<file path="src/logic/clock_gen_pkg.sv">
// shared constants, register map and types of the clock generator and watchdog
package clock_gen_pkg;

  ////////////////////////////////////////////////////////////////////////////////
  // register map, byte addresses on the apb bus
  localparam logic [7:0] ADDR_WDOG_CTRL = 8'h00;
  localparam logic [7:0] ADDR_WDOG_KEY  = 8'h04;
  localparam logic [7:0] ADDR_SYNTH_CFG = 8'h08;
  localparam logic [7:0] ADDR_CLK_CTRL  = 8'h0C;
  localparam logic [7:0] ADDR_CLK_FLAG  = 8'h10;

  // field positions
  localparam int WD_RATE_LSB = 0;
  localparam int WD_WIN_BIT  = 7;
  localparam int REFERENCE_DIVIDER_FIELD_LSB   = 0;
  localparam int MULTIPLIER_FIELD_LSB    = 8;

  // watchdog restart keys
  localparam logic [7:0] KEY_FIRST  = 8'h55;
  localparam logic [7:0] KEY_SECOND = 8'hAA;

  // source edges counted during a clock source change, per clock
  localparam logic [2:0] SW_EDGES = 3'h4;

  // synchronised pin indices
  localparam int PIN_OSC     = 0;
  localparam int PIN_SYNTH   = 1;
  localparam int PIN_FAIL    = 2;
  localparam int PIN_LOCK_IN = 3;
  localparam int PIN_UNL_OUT = 4;
  localparam int PIN_TRK_IN  = 5;
  localparam int PIN_UNT_OUT = 6;
  localparam int PIN_COUNT   = 7;

  ////////////////////////////////////////////////////////////////////////////////
  // carriers
  typedef struct packed {
    logic monitor_enable;
    logic self_clock_enable;
    logic lock_interrupt_enable;
    logic acq;
    logic auto_mode;
    logic synth_enable;
    logic synth_clock_select;
  } clk_ctrl_t;

  // monitor on, self clock on, acquisition, automatic mode
  localparam clk_ctrl_t CTRL_RESET = 7'h6C;

  typedef struct packed {
    logic lock_irq_flag;
    logic self_clock_mode;
    logic track;
    logic lock;
  } clk_flag_t;

  typedef enum logic [2:0] {
    SW_IDLE = 3'b001,
    SW_OSC  = 3'b010,
    SW_SYN  = 3'b100
  } sw_state_t;

  // watchdog timeout exponent (oscillator cycles = 2**exp) per rate code
  function automatic logic [4:0] wd_exp(input logic [2:0] rate);
    logic [4:0] e;
    e = 5'h0;
    unique case (rate)
      3'h1: e = 5'h0E;
      3'h2: e = 5'h10;
      3'h3: e = 5'h12;
      3'h4: e = 5'h14;
      3'h5: e = 5'h16;
      3'h6: e = 5'h17;
      3'h7: e = 5'h18;
      default: e = 5'h0;
    endcase
    return e;
  endfunction

endpackage

</file>
<file path="src/logic/clock_gen_watchdog_arm.sv">
// clock generator control: watchdog restart, synthesizer dividers, lock, source switch
//
// Contract
// - restart key register reads zero, writable anytime
// - rate select zero disables, key writes ignored
// - enabled, non-key write resets immediately
// - repeated first or second keys cause no reset
// - windowed: keys only in final quarter
// - reference divider divides oscillator by field+1
// - feedback divider divides synthesizer by 2(field+1)
// - synthesizer selected: bus clock is synthesizer/2
// - tracking bit zero acquiring, one tracking
// - automatic mode: detector switches filter, bit read-only
// - automatic: lock set entering, cleared leaving tolerance
// - lock toggle raises interrupt when enabled
// - manual: acquisition bit one acquires, zero tracks
// - synthesizer stays on while selected
// - source change: 4+4 edges, clocks frozen, cpu halted
// - core clock twice bus clock
// - bus clock drives external clock pin
// - self-clock: synthesizer minimum frequency replaces oscillator
// - monitor fail: self-clock if enabled, else reset
// - monitor enable bit gates clock failure
// - nonzero rate enables watchdog, starts period
//
// The APB register port and the register offsets are this design's own decisions.
`timescale 1ns/100ps

module clock_gen_watchdog_arm #(
  parameter logic [4:0] WD_EXP_CUT = 5'h0       // shortens watchdog periods by 2**cut
) (
  input  logic        pclk,                     // apb clock, 250 MHz
  input  logic        presetn,                  // async reset, active low
  input  logic        psel,                     // apb select
  input  logic        penable,                  // apb enable
  input  logic        pwrite,                   // apb direction
  input  logic [7:0]  paddr,                    // apb byte address
  input  logic [31:0] pwdata,                   // apb write data
  output logic [31:0] prdata,                   // apb read data
  output logic        pready,                   // apb ready
  output logic        pslverr,                  // apb error on unmapped address
  input  logic        osc_clk_pin,              // oscillator clock, sampled
  input  logic        synth_clk_pin,            // synthesizer clock, sampled
  input  logic        monitor_fail_pin,         // clock monitor fail level
  input  logic        lock_tol_in_pin,          // frequency inside lock tolerance
  input  logic        unlock_tol_out_pin,       // frequency outside unlock tolerance
  input  logic        track_tol_in_pin,         // frequency inside track tolerance
  input  logic        untrack_tol_out_pin,      // frequency outside untrack tolerance
  output logic        ref_tick,                 // reference divider output pulse
  output logic        fb_tick,                  // feedback divider output pulse
  output logic        synth_power_on,           // synthesizer power request
  output logic        filter_acquire,           // loop filter in acquisition
  output logic        self_clock_min_freq_req,  // run vco at minimum frequency
  output logic        monitor_enable_out,       // clock monitor on
  output logic        core_clk,                 // core clock
  output logic        bus_clk,                  // bus clock
  output logic        external_bus_clock_out,   // bus clock on external pin
  output logic        cpu_halt,                 // cpu stopped during switch
  output logic        lock_irq,                 // lock change interrupt request
  output logic        watchdog_reset,           // watchdog reset pulse
  output logic        monitor_reset             // clock monitor reset pulse
);

  ////////////////////////////////////////////////////////////////////////////////
  // pin synchronisers and edge detection
  logic [clock_gen_pkg::PIN_COUNT-1:0] pins;
  logic [clock_gen_pkg::PIN_COUNT-1:0] pin_s1_r;
  logic [clock_gen_pkg::PIN_COUNT-1:0] pin_s2_r;
  logic [clock_gen_pkg::PIN_COUNT-1:0] pin_d_r;
  logic [clock_gen_pkg::PIN_COUNT-1:0] rise;

  assign pins = {untrack_tol_out_pin, track_tol_in_pin, unlock_tol_out_pin,
                 lock_tol_in_pin, monitor_fail_pin, synth_clk_pin, osc_clk_pin};

  always_ff @(posedge pclk or negedge presetn) begin
    if (!presetn) begin
      pin_s1_r <= '0;
      pin_s2_r <= '0;
      pin_d_r  <= '0;
    end else begin
      pin_s1_r <= pins;
      pin_s2_r <= pin_s1_r;
      pin_d_r  <= pin_s2_r;
    end
  end

  assign rise = pin_s2_r & ~pin_d_r;

  logic osc_rise;
  logic synth_rise;
  assign osc_rise   = rise[clock_gen_pkg::PIN_OSC];
  assign synth_rise = rise[clock_gen_pkg::PIN_SYNTH];

  ////////////////////////////////////////////////////////////////////////////////
  // apb decode
  function automatic logic addr_ok(input logic [7:0] a);
    return (a == clock_gen_pkg::ADDR_WDOG_CTRL) || (a == clock_gen_pkg::ADDR_WDOG_KEY) ||
           (a == clock_gen_pkg::ADDR_SYNTH_CFG) || (a == clock_gen_pkg::ADDR_CLK_CTRL) ||
           (a == clock_gen_pkg::ADDR_CLK_FLAG);
  endfunction

  logic wr_acc;
  logic rd_setup;
  assign wr_acc   = psel & penable & pwrite;
  assign rd_setup = psel & ~penable & ~pwrite;
  assign pready   = 1'b1;
  assign pslverr  = psel & penable & ~addr_ok(paddr);

  logic wd_ctrl_wr;
  logic wd_key_wr;
  logic cfg_wr;
  logic ctrl_wr;
  logic flag_wr;
  assign wd_ctrl_wr = wr_acc & (paddr == clock_gen_pkg::ADDR_WDOG_CTRL);
  assign wd_key_wr  = wr_acc & (paddr == clock_gen_pkg::ADDR_WDOG_KEY);
  assign cfg_wr     = wr_acc & (paddr == clock_gen_pkg::ADDR_SYNTH_CFG);
  assign ctrl_wr    = wr_acc & (paddr == clock_gen_pkg::ADDR_CLK_CTRL);
  assign flag_wr    = wr_acc & (paddr == clock_gen_pkg::ADDR_CLK_FLAG);

  ////////////////////////////////////////////////////////////////////////////////
  // configuration registers
  logic [2:0]               wd_rate_r;
  logic                     wd_win_r;
  logic [3:0]               reference_divider_field_r;
  logic [5:0]               multiplier_field_r;
  clock_gen_pkg::clk_ctrl_t ctrl_r;
  logic                     scm_r;
  logic                     scm_enter;

  always_ff @(posedge pclk or negedge presetn) begin
    if (!presetn) begin
      wd_rate_r <= 3'h0;
      wd_win_r  <= 1'b0;
    end else if (wd_ctrl_wr) begin
      wd_rate_r <= pwdata[clock_gen_pkg::WD_RATE_LSB +: 3];
      wd_win_r  <= pwdata[clock_gen_pkg::WD_WIN_BIT];
    end
  end

  always_ff @(posedge pclk or negedge presetn) begin
    if (!presetn) begin
      reference_divider_field_r <= 4'h0;
      multiplier_field_r  <= 6'h00;
    end else if (cfg_wr) begin
      reference_divider_field_r <= pwdata[clock_gen_pkg::REFERENCE_DIVIDER_FIELD_LSB +: 4];
      multiplier_field_r  <= pwdata[clock_gen_pkg::MULTIPLIER_FIELD_LSB +: 6];
    end
  end

  always_ff @(posedge pclk or negedge presetn) begin
    if (!presetn) begin
      ctrl_r <= clock_gen_pkg::CTRL_RESET;
    end else begin
      if (ctrl_wr) begin
        ctrl_r <= clock_gen_pkg::clk_ctrl_t'(pwdata[6:0]);
      end
      if (scm_enter) begin
        ctrl_r.synth_clock_select <= 1'b0;
      end
    end
  end

  ////////////////////////////////////////////////////////////////////////////////
  // watchdog, counted in oscillator cycles
  logic [24:0] wd_cnt_r;
  logic        wd_armed_r;
  logic        wd_on;
  logic [4:0]  wd_e;
  logic [24:0] wd_period;
  logic        wd_open;
  logic        key_first;
  logic        key_second;
  logic        wd_bad;
  logic        wd_restart;
  logic        wd_timeout;

  assign wd_on      = wd_rate_r != 3'h0;
  assign wd_e       = clock_gen_pkg::wd_exp(wd_rate_r) - WD_EXP_CUT;
  assign wd_period  = 25'h1 << wd_e;
  assign wd_open    = ~wd_win_r | (wd_cnt_r >= (wd_period - (wd_period >> 2)));
  assign key_first  = pwdata[7:0] == clock_gen_pkg::KEY_FIRST;
  assign key_second = pwdata[7:0] == clock_gen_pkg::KEY_SECOND;
  assign wd_bad     = wd_on & wd_key_wr & (~(key_first | key_second) | ~wd_open);
  assign wd_restart = wd_on & wd_key_wr & wd_open & key_second & wd_armed_r;
  assign wd_timeout = wd_on & osc_rise & (wd_cnt_r == (wd_period - 25'h1));

  always_ff @(posedge pclk or negedge presetn) begin
    if (!presetn) begin
      wd_cnt_r <= 25'h0;
    end else if (!wd_on || wd_ctrl_wr || wd_restart || wd_bad || wd_timeout) begin
      wd_cnt_r <= 25'h0;
    end else if (osc_rise) begin
      wd_cnt_r <= wd_cnt_r + 25'h1;
    end
  end

  // a second key without the first is tolerated but restarts nothing
  always_ff @(posedge pclk or negedge presetn) begin
    if (!presetn) begin
      wd_armed_r <= 1'b0;
    end else if (!wd_on || wd_ctrl_wr || wd_bad || wd_timeout || wd_restart) begin
      wd_armed_r <= 1'b0;
    end else if (wd_key_wr && key_first) begin
      wd_armed_r <= 1'b1;
    end
  end

  always_ff @(posedge pclk or negedge presetn) begin
    if (!presetn) begin
      watchdog_reset <= 1'b0;
    end else begin
      watchdog_reset <= wd_bad | wd_timeout;
    end
  end

  ////////////////////////////////////////////////////////////////////////////////
  // reference and feedback dividers
  logic [3:0] ref_cnt_r;
  logic [6:0] fb_cnt_r;
  logic [6:0] fb_last;
  assign fb_last = {multiplier_field_r, 1'b1};

  always_ff @(posedge pclk or negedge presetn) begin
    if (!presetn) begin
      ref_cnt_r <= 4'h0;
      ref_tick  <= 1'b0;
    end else begin
      ref_tick <= 1'b0;
      if (osc_rise) begin
        if (ref_cnt_r >= reference_divider_field_r) begin
          ref_cnt_r <= 4'h0;
          ref_tick  <= 1'b1;
        end else begin
          ref_cnt_r <= ref_cnt_r + 4'h1;
        end
      end
    end
  end

  always_ff @(posedge pclk or negedge presetn) begin
    if (!presetn) begin
      fb_cnt_r <= 7'h00;
      fb_tick  <= 1'b0;
    end else begin
      fb_tick <= 1'b0;
      if (synth_rise && synth_power_on) begin
        if (fb_cnt_r >= fb_last) begin
          fb_cnt_r <= 7'h00;
          fb_tick  <= 1'b1;
        end else begin
          fb_cnt_r <= fb_cnt_r + 7'h01;
        end
      end
    end
  end

  ////////////////////////////////////////////////////////////////////////////////
  // lock and tracking status
  logic active_sel_r;
  logic lock_r;
  logic lock_nxt;
  logic track_r;
  logic lock_flag_r;

  assign synth_power_on = ctrl_r.synth_enable | active_sel_r | scm_r;

  always_comb begin
    lock_nxt = lock_r;
    if (!ctrl_r.auto_mode || !synth_power_on) begin
      lock_nxt = 1'b0;
    end else if (pin_s2_r[clock_gen_pkg::PIN_LOCK_IN]) begin
      lock_nxt = 1'b1;
    end else if (pin_s2_r[clock_gen_pkg::PIN_UNL_OUT]) begin
      lock_nxt = 1'b0;
    end
  end

  always_ff @(posedge pclk or negedge presetn) begin
    if (!presetn) begin
      lock_r <= 1'b0;
    end else begin
      lock_r <= lock_nxt;
    end
  end

  always_ff @(posedge pclk or negedge presetn) begin
    if (!presetn) begin
      track_r <= 1'b0;
    end else if (!ctrl_r.auto_mode) begin
      track_r <= ~ctrl_r.acq;
    end else if (!synth_power_on) begin
      track_r <= 1'b0;
    end else if (pin_s2_r[clock_gen_pkg::PIN_TRK_IN]) begin
      track_r <= 1'b1;
    end else if (pin_s2_r[clock_gen_pkg::PIN_UNT_OUT]) begin
      track_r <= 1'b0;
    end
  end

  assign filter_acquire = ~track_r;

  clock_gen_pkg::clk_flag_t flag_wd;
  assign flag_wd = clock_gen_pkg::clk_flag_t'(pwdata[3:0]);

  // set wins over a software clear in the same cycle
  always_ff @(posedge pclk or negedge presetn) begin
    if (!presetn) begin
      lock_flag_r <= 1'b0;
    end else if (lock_nxt != lock_r) begin
      lock_flag_r <= 1'b1;
    end else if (flag_wr && flag_wd.lock_irq_flag) begin
      lock_flag_r <= 1'b0;
    end
  end

  assign lock_irq = lock_flag_r & ctrl_r.lock_interrupt_enable;

  ////////////////////////////////////////////////////////////////////////////////
  // clock monitor and self-clock mode
  logic fail;
  assign monitor_enable_out = ctrl_r.monitor_enable;
  assign fail      = ctrl_r.monitor_enable & pin_s2_r[clock_gen_pkg::PIN_FAIL];
  assign scm_enter = fail & ctrl_r.self_clock_enable & ~scm_r;

  always_ff @(posedge pclk or negedge presetn) begin
    if (!presetn) begin
      scm_r <= 1'b0;
    end else if (scm_enter) begin
      scm_r <= 1'b1;
    end else if (!fail) begin
      scm_r <= 1'b0;
    end
  end

  always_ff @(posedge pclk or negedge presetn) begin
    if (!presetn) begin
      monitor_reset <= 1'b0;
    end else begin
      monitor_reset <= ctrl_r.monitor_enable & rise[clock_gen_pkg::PIN_FAIL] &
                       ~ctrl_r.self_clock_enable;
    end
  end

  assign self_clock_min_freq_req = scm_r;

  ////////////////////////////////////////////////////////////////////////////////
  // clock source switch
  clock_gen_pkg::sw_state_t sw_state_r;
  logic [2:0]               sw_cnt_r;
  logic                     sw_target_r;
  logic                     sel_req;
  assign sel_req = ctrl_r.synth_clock_select & ~scm_r;

  always_ff @(posedge pclk or negedge presetn) begin
    if (!presetn) begin
      sw_state_r   <= clock_gen_pkg::SW_IDLE;
      sw_cnt_r     <= 3'h0;
      sw_target_r  <= 1'b0;
      active_sel_r <= 1'b0;
    end else begin
      unique case (sw_state_r)
        clock_gen_pkg::SW_IDLE: begin
          if (sel_req != active_sel_r) begin
            sw_state_r  <= clock_gen_pkg::SW_OSC;
            sw_target_r <= sel_req;
            sw_cnt_r    <= 3'h0;
          end
        end
        clock_gen_pkg::SW_OSC: begin
          if (osc_rise) begin
            if (sw_cnt_r == clock_gen_pkg::SW_EDGES - 3'h1) begin
              sw_state_r <= clock_gen_pkg::SW_SYN;
              sw_cnt_r   <= 3'h0;
            end else begin
              sw_cnt_r <= sw_cnt_r + 3'h1;
            end
          end
        end
        clock_gen_pkg::SW_SYN: begin
          if (synth_rise) begin
            if (sw_cnt_r == clock_gen_pkg::SW_EDGES - 3'h1) begin
              sw_state_r   <= clock_gen_pkg::SW_IDLE;
              active_sel_r <= sw_target_r;
              sw_cnt_r     <= 3'h0;
            end else begin
              sw_cnt_r <= sw_cnt_r + 3'h1;
            end
          end
        end
        default: begin
          sw_state_r <= clock_gen_pkg::SW_IDLE;
        end
      endcase
    end
  end

  assign cpu_halt = sw_state_r != clock_gen_pkg::SW_IDLE;

  ////////////////////////////////////////////////////////////////////////////////
  // core and bus clocks
  logic use_synth;
  logic src_level;
  logic src_rise;
  assign use_synth = active_sel_r | scm_r;
  assign src_level = use_synth ? pin_s2_r[clock_gen_pkg::PIN_SYNTH] : pin_s2_r[clock_gen_pkg::PIN_OSC];
  assign src_rise  = use_synth ? synth_rise : osc_rise;

  always_ff @(posedge pclk or negedge presetn) begin
    if (!presetn) begin
      core_clk <= 1'b0;
    end else if (!cpu_halt) begin
      core_clk <= src_level;
    end
  end

  always_ff @(posedge pclk or negedge presetn) begin
    if (!presetn) begin
      bus_clk <= 1'b0;
    end else if (!cpu_halt && src_rise) begin
      bus_clk <= ~bus_clk;
    end
  end

  assign external_bus_clock_out = bus_clk;

  ////////////////////////////////////////////////////////////////////////////////
  // read data, captured in the setup cycle
  clock_gen_pkg::clk_flag_t flags;
  assign flags = '{lock_irq_flag: lock_flag_r, self_clock_mode: scm_r,
                   track: track_r, lock: lock_r};

  always_ff @(posedge pclk or negedge presetn) begin
    if (!presetn) begin
      prdata <= 32'h0000_0000;
    end else if (rd_setup) begin
      unique case (paddr)
        clock_gen_pkg::ADDR_WDOG_CTRL: prdata <= {24'h00_0000, wd_win_r, 4'h0, wd_rate_r};
        clock_gen_pkg::ADDR_SYNTH_CFG: prdata <= {18'h0_0000, multiplier_field_r, 4'h0, reference_divider_field_r};
        clock_gen_pkg::ADDR_CLK_CTRL:  prdata <= {25'h000_0000, ctrl_r};
        clock_gen_pkg::ADDR_CLK_FLAG:  prdata <= {28'h000_0000, flags};
        default:                       prdata <= 32'h0000_0000;
      endcase
    end
  end

endmodule

</file>
<file path="config.mk">
export PLATFORM = sky130hd
export DESIGN_NAME = clock_gen_watchdog_arm
export DESIGN_NICKNAME = d
export VERILOG_FILES = /design/src/logic/clock_gen_pkg.sv /design/src/logic/clock_gen_watchdog_arm.sv
export SDC_FILE = /design/constraint.sdc
export NUM_CORES = 1
export LEC_CHECK = 0
export BUFFER_PORTS_ARGS = -buffer_cell sky130_fd_sc_hd__buf_2
export CAP_MARGIN = 20
export CORE_MARGIN = 2
export CORE_UTILIZATION = 58
export DETAILED_ROUTE_END_ITERATION = 8
export GPL_TIMING_DRIVEN = 0
export PLACE_DENSITY_LB_ADDON = 0.12
export SYNTH_ARGS = -nofsm -noshare
export SYNTH_HDL_FRONTEND = slang
export SYNTH_SLANG_ARGS = --single-unit
export TNS_END_PERCENT = 50
</file>
<file path="constraint.sdc">
create_clock -name pclk -period 5 [get_ports pclk]
set_input_delay 1.25 -clock pclk [delete_from_list [all_inputs] [get_ports pclk]]
set_output_delay 1.25 -clock pclk [all_outputs]
set_load 0.02 [all_outputs]
</file>
==> out/results.tsv, run 1 <==
metric	value	unit
numPortBuffers	59	
cp_max_fo	10	
clkTransAtPathRegs	70	ps
setup_tns	0	ps
crit_path_start	wd_rate_r[2]	
synth.mux.area_fraction	0.0373	
required	5280	ps
final_max_slew_viol_count	0	
arrival	4930	ps
syn_to_final_growth	15.1	%
internal_power	1400	uW
routed_via_density	5.61	
synth_xor_area_frac	0.0675	
fmax	215	MHz
rows	38	
dp.cells	950	
power_density	259	nW/um2
hold_viol_final	0	
cts-root-buf	clkbuf_16	
fin_area	7610	um2
fp.dieW	111	um
layout-drive-gt1-share	0.163	
avgSynthCellArea	9.45	um2
clock_path_buffers	2	
wl	14500	um
synth_fa_ha_area_frac	0.103	
grt_max_degree	56	
synth-simple-area-share	0.195	
synth_cell_types	61	
min_from	pin_s1_r[5]	
setup_violations	0	
async_flop_share	1.00	
worstHoldPathType	flop to flop	
period_minus_slack	4650	ps
power_frac_clock	0.346	
dieHeight	111	um
via_count	5420	
first_global_vias	5250	
ys.flop_type	dfrtp_1	
synth_edf_count	0	
cts_inserted_buffers	9	
worstSetupPathType	flop to flop	
synth_top_family_by_area	simple AND/OR/NAND/NOR gates	
status	completed	
fin_cells	966	
finalPower	1980	uW
clk_latency	350	ps
overflow	0	
slew_headroom	0.540	
antennaDiodeCount	0	
leakage	0.00381	uW
yosysMostFrequentCell	dfrtp_1	
cts_tree	yes	
synth_top_cell_by_area	dfrtp_1	
ys_seq_area_frac	0.406	
boundaryPins	99	
placed_area	7300	um2
nNetsFinal	927	
syn_area	6610	um2
rsz0062_at_grt	false	
pwr-share-comb	0.176	
ys_ff_latch	107	
drtAntennaViolNets	0	
r2r-start	wd_rate_r[2]	
yosys_warnings	0	
syn_inst	700	
finalCritPeriodShare	0.930	
synth_top_area_share	0.386	
r2r_slack	350	ps
ir_worst_vdd	0.410	mV
cp-end-kind	flop	
grt_first_pass_wirelength	25300	um
wl_per_cell	15.0	um
start_util	0.602	
core-area	11000	um2
pwr-share-seq	0.478	
power_switching	580	uW
dr.pass1.iters	5	
synth_compound_area_frac	0.137	
die_area	12300	um2
post_cts_buffers	0	
critPathLaunchType	flop	
hpwl	11300	um
grt_use_total	0.250	
gp_congestion	0.881	
drt_iter0_drc	359	
switching_share	0.294	
drv_cap	0	
h-tree-depth	3	
worst_pin_slew	689	ps
synthTopCellsByArea	dfrtp_1 (39%), ha_1 (10%), xor2_1 (4.6%)	
drc	0	
final.setup_skew	9.60	ps
hold_buffers	0	
antenna_found_initial	0	
cts.sinks	107	
synth_common_cells	dfrtp_1 (102), nand2_1 (71), nor2_1 (64), ha_1 (53), o21ai_0 (40)	
cts_resized	0	
flip-flops by register name, summed over array words and instances, names as in the netlist, 3 cells and up:
signal and cells:
ctrl_r 6, sw_cnt_r 3, prdata 14, reference_divider_field_r 4, pin_d_r 3, wd_rate_r 3
fb_cnt_r 7, sw_state_r 3, pin_s1_r 7, ref_cnt_r 4, pin_s2_r 7, multiplier_field_r 6
wd_cnt_r 25
power by group through the flow:
stage               registers (uW)  logic, uW  clock network, uW
finish                         944        349                683
global route                   951        398                738
detailed placement             961        338                  0
global placement               957        324                  0
CTS                            944        339                699
floorplan                      964        234                  0
through the flow:
step / setup slack [ps] / hold slack [ps] / util
after floorplan: 965 / 331 / -
after global placement: 229 / 331 / 0.662
after detailed placement: 190 / 335 / 0.665
after CTS: 98.4 / 351 / 0.691
after global routing: 1.86 / 358 / 0.693
final: 348 / 350 / 0.693
worst max-delay path: stages (launching register included):
cell and delay (ps):
dfrtp_1 420, buf_2 210, clkbuf_2 220, inv_1 120, nand2_1 90, or2_2 290
ha_1 400, nand4_1 170, a211oi_2 220, nor2_1 120, nand4b_1 100, o211ai_1 110
ha_1 310, nand4_1 150, nor4_1 310, nor4b_2 310, nor4b_2 120, a32oi_1 220
nand4bb_1 210, buf_6 200, buf_6 140, nor2_1 110
cells in the final DEF, fill, tap and decap left out, drive strengths merged, types with 5 or more instances in the layout:
master,instances
and3,11
mux2,13
ha,53
clkinv,5
o21ai,40
nand2,71
buf,88
a22o,11
nand2b,10
nand3,26
o2111ai,5
dfstp,5
nor3,15
a211oi,5
clkbuf,22
conb,52
dfrtp,102
o21a,5
nor4bb,5
inv,26
and2,6
nor2b,7
a21o,15
nor2,64
xor2,35
mux2i,10
o22ai,7
xnor2,16
or3,5
a21oi,28
nand4,16
logic make-up (layout without fill, tap and decap cells):
kind of cell	after synthesis	after routing
other	2	52
flip-flops	107	107
AO/OA/AOI/OAI	140	140
multiplexers	23	23
buffers and inverters	65	141
AND/OR/NAND/NOR	258	258
XOR/XNOR	51	51
adder cells (fa/ha/maj)	54	54
routing by layer:
metal	GRT usage	wire length (um)	share of wire	vias up
met5	0	0	0	-
met4	0.0533	178	0.012	0
met1	0.351	6810	0.47	2616
li1	-	-	-	2672
met2	0.411	6950	0.48	116
met3	0.0405	556	0.038	16
worst paths after layout:
kind                                 to  cells after the start
max                        wd_cnt_r[16]                     21
min                         pin_s2_r[5]                      0
max reg2reg                wd_cnt_r[16]                     21
min reg2reg                 pin_s2_r[5]                      0
max in group asynchronous     ctrl_r[5]                      2
min in group asynchronous   wd_cnt_r[7]                      1
final cells by class:
cell class / count / area (um2)
Fill cell: 883 / 3370
Clock buffer: 9 / 225
Sequential cell: 107 / 2680
Tap cell: 140 / 175
Clock inverter: 7 / 63.8
Timing Repair Buffer: 60 / 325
Multi-Input combinational cell: 578 / 3790
Buffer: 41 / 260
Inverter: 24 / 90.1
Power figures use the tool's default switching activity.
==> run 2: changes to the inputs <==
--- a/config.mk
+++ b/config.mk
@@ -5,10 +5,11 @@
 export SDC_FILE = /design/constraint.sdc
 export NUM_CORES = 1
 export LEC_CHECK = 0
+export ABC_AREA = 1
 export BUFFER_PORTS_ARGS = -buffer_cell sky130_fd_sc_hd__buf_2
 export CAP_MARGIN = 20
 export CORE_MARGIN = 2
-export CORE_UTILIZATION = 58
+export CORE_UTILIZATION = 59
 export DETAILED_ROUTE_END_ITERATION = 8
 export GPL_TIMING_DRIVEN = 0
 export PLACE_DENSITY_LB_ADDON = 0.12
==> out/results.tsv, run 2 <==
metric	value	unit
post_cts_buffers	0	
cts-root-buf	clkbuf_16	
clock_path_buffers	2	
critPathLaunchType	flop	
arrival	4450	ps
largest-register	wd_cnt_r	
crit_slowest_cell	dfrtp_1	
clkTransAtPathRegs	70	ps
drv_cap	0	
worstHoldPathType	flop to flop	
die_area	13200	um2
synth_top_cell_by_area	dfrtp_1	
final.setup_skew	12.1	ps
slew_headroom	0.513	
yosysMostFrequentCell	nand2_1	
syn_area	7240	um2
drtAntennaViolNets	0	
cp-end-kind	flop	
async_flop_share	1.00	
gp_congestion	0.955	
layout-drive-gt1-share	0.115	
grt_max_degree	65	
cts.sinks	107	
hold_depth	0	
first_global_vias	6209	
status	completed	
drc	0	
dieHeight	115	um
fmax	240	MHz
min_from	pin_s1_r[6]	
core-area	12000	um2
ys.flop_type	dfrtp_1	
ys_ff_latch	107	
r2r_slack	840	ps
synth_edf_count	0	
cts_resized	0	
synth_top_area_share	0.353	
final_max_slew_viol_count	0	
start_util	0.603	
r2r-start	wd_rate_r[2]	
crit_top_cell	nand2_1	
syn_to_final_growth	13.7	%
numPortBuffers	61	
nNetsFinal	1194	
worst_pin_slew	730	ps
ys_seq_area_frac	0.371	
reg_top3	wd_cnt_r (25), prdata (14)	
grt_first_pass_wirelength	29000	um
cts_inserted_buffers	9	
synth_cell_types	44	
h-tree-depth	3	
hold_buffers	0	
antennaDiodeCount	0	
drt_iter0_drc	470	
layout_common_cells	nand2_1 (203), inv_1 (128), nor2_1 (120)	
synth_common_cells	nand2_1 (203), inv_1 (128), nor2_1 (120), dfrtp_1 (102), ha_1 (53)	
routed_via_density	5.33	
r2r-end	wd_cnt_r[15]	
synthTopCellsByArea	dfrtp_1 (35%), nand2_1 (11%), ha_1 (9.2%)	
fin_cells	1240	
wl_per_cell	13.9	um
period_minus_slack	4160	ps
setup_tns	0	ps
setup_violations	0	
leakage	0.00430	uW
antenna_found_initial	0	
min_to	pin_s2_r[6]	
fp.dieW	115	um
finalCritPeriodShare	0.832	
dp_slack	930	ps
hpwl	13600	um
r2r_cells	23	
worstSetupPathType	flop to flop	
largest_reg_flops	25	
yosys_warnings	0	
grt_use_total	0.278	
critical_path.max_stage_delay	390	ps
cp_max_fo	10	
clk_latency	360	ps
syn_inst	965	
power_density	254	nW/um2
dr.pass1.iters	5	
rsz0062_at_grt	false	
wl	17200	um
hold_viol_final	0	
boundaryPins	99	
finalWorstSetupSlack	841	ps
ir_worst_vdd	0.309	mV
required	5290	ps
overflow	0	
worstPathCellList	buf_4 > inv_2 > nand2_1 > nor2_1 > ha_1 > nand2_1 > nor4_1 > nand3_1 > nand3_1 > xnor2_1 > inv_1 > ha_1 > nand2_1 > nor2_1 > nand4_1 > nor2_1 > nand2_1 > nand4_1 > nand2_1 > nand2_1 > nand3_2 > buf_6 > nor2_1	
dp.cells	1224	
cts_tree	yes	
via_count	6613	
final_common_cell	nand2_1	
avgSynthCellArea	7.50	um2
rows	40	
## run 2: layer usage
| metal | global-route usage | routed length, um | share of wire | vias to the layer above |
|---|---|---|---|---|
| li1 | - | - | - | 3342 |
| met1 | 0.364 | 7700 | 0.45 | 3049 |
| met2 | 0.476 | 8150 | 0.47 | 199 |
| met3 | 0.0464 | 1000 | 0.058 | 23 |
| met4 | 0.0835 | 394 | 0.023 | 0 |
| met5 | 0 | 0 | 0 | - |
## run 2: cell families after synthesis
logic type / after synthesis / share of synthesized area
fa+ha+maj: 54 / 0.0944
compound gates: 133 / 0.104
mux: 1 / 0.00138
buf+inv: 165 / 0.100
flops: 107 / 0.371
xor+xnor: 45 / 0.0545
simple gates: 458 / 0.273
other cells: 2 / 0.00104
## run 2: area by class of cell
type	count	area (um2)
timing repair buffer	62	335
inverter	132	495
fill	1057	3780
multi-input combinational	743	4020
sequential	107	2680
buffer	33	230
clock inverter	5	50.0
tap	147	184
clock buffer	11	233
## run 2: power by group
part	internal, uW	total, uW	switching, uW
Sequential	922	959	36.4
Clock	346	677	331
Combinational	166	454	288
Total	1430	2090	656
## run 2: worst max-delay path: cells and delay by family (launching register included)
family	cells	cell delay (ps)
xor gates and xnor gates	1	120
adders and majority gates	2	630
buffers and inverters	4	590
DFF	1	390
and+or+nand+nor	16	2350
## run 2: worst max path at each step
stage / start / to / slack (ps) / cells after the start
after CTS: wd_rate_r[2] / wd_cnt_r[15] / 870 / 23
after global placement: wd_rate_r[2] / wd_cnt_r[14] / 930 / 24
after floorplan: paddr[4] / pslverr / 1360 / 7
final: wd_rate_r[2] / wd_cnt_r[15] / 840 / 23
after global routing: wd_rate_r[2] / wd_cnt_r[8] / 470 / 24
after detailed placement: wd_rate_r[2] / wd_cnt_r[15] / 930 / 23
## run 2: metrics by stage
step	hold slack (ps)	power, uW	utilization	area, um2
2_1_floorplan	331	1300	-	7430
3_3_place_gp	332	1400	0.659	7920
3_5_place_dp	336	1420	0.661	7950
4_1_cts	353	2090	0.685	8230
5_1_grt	354	2210	0.685	8230
6_report	348	2090	0.685	8230
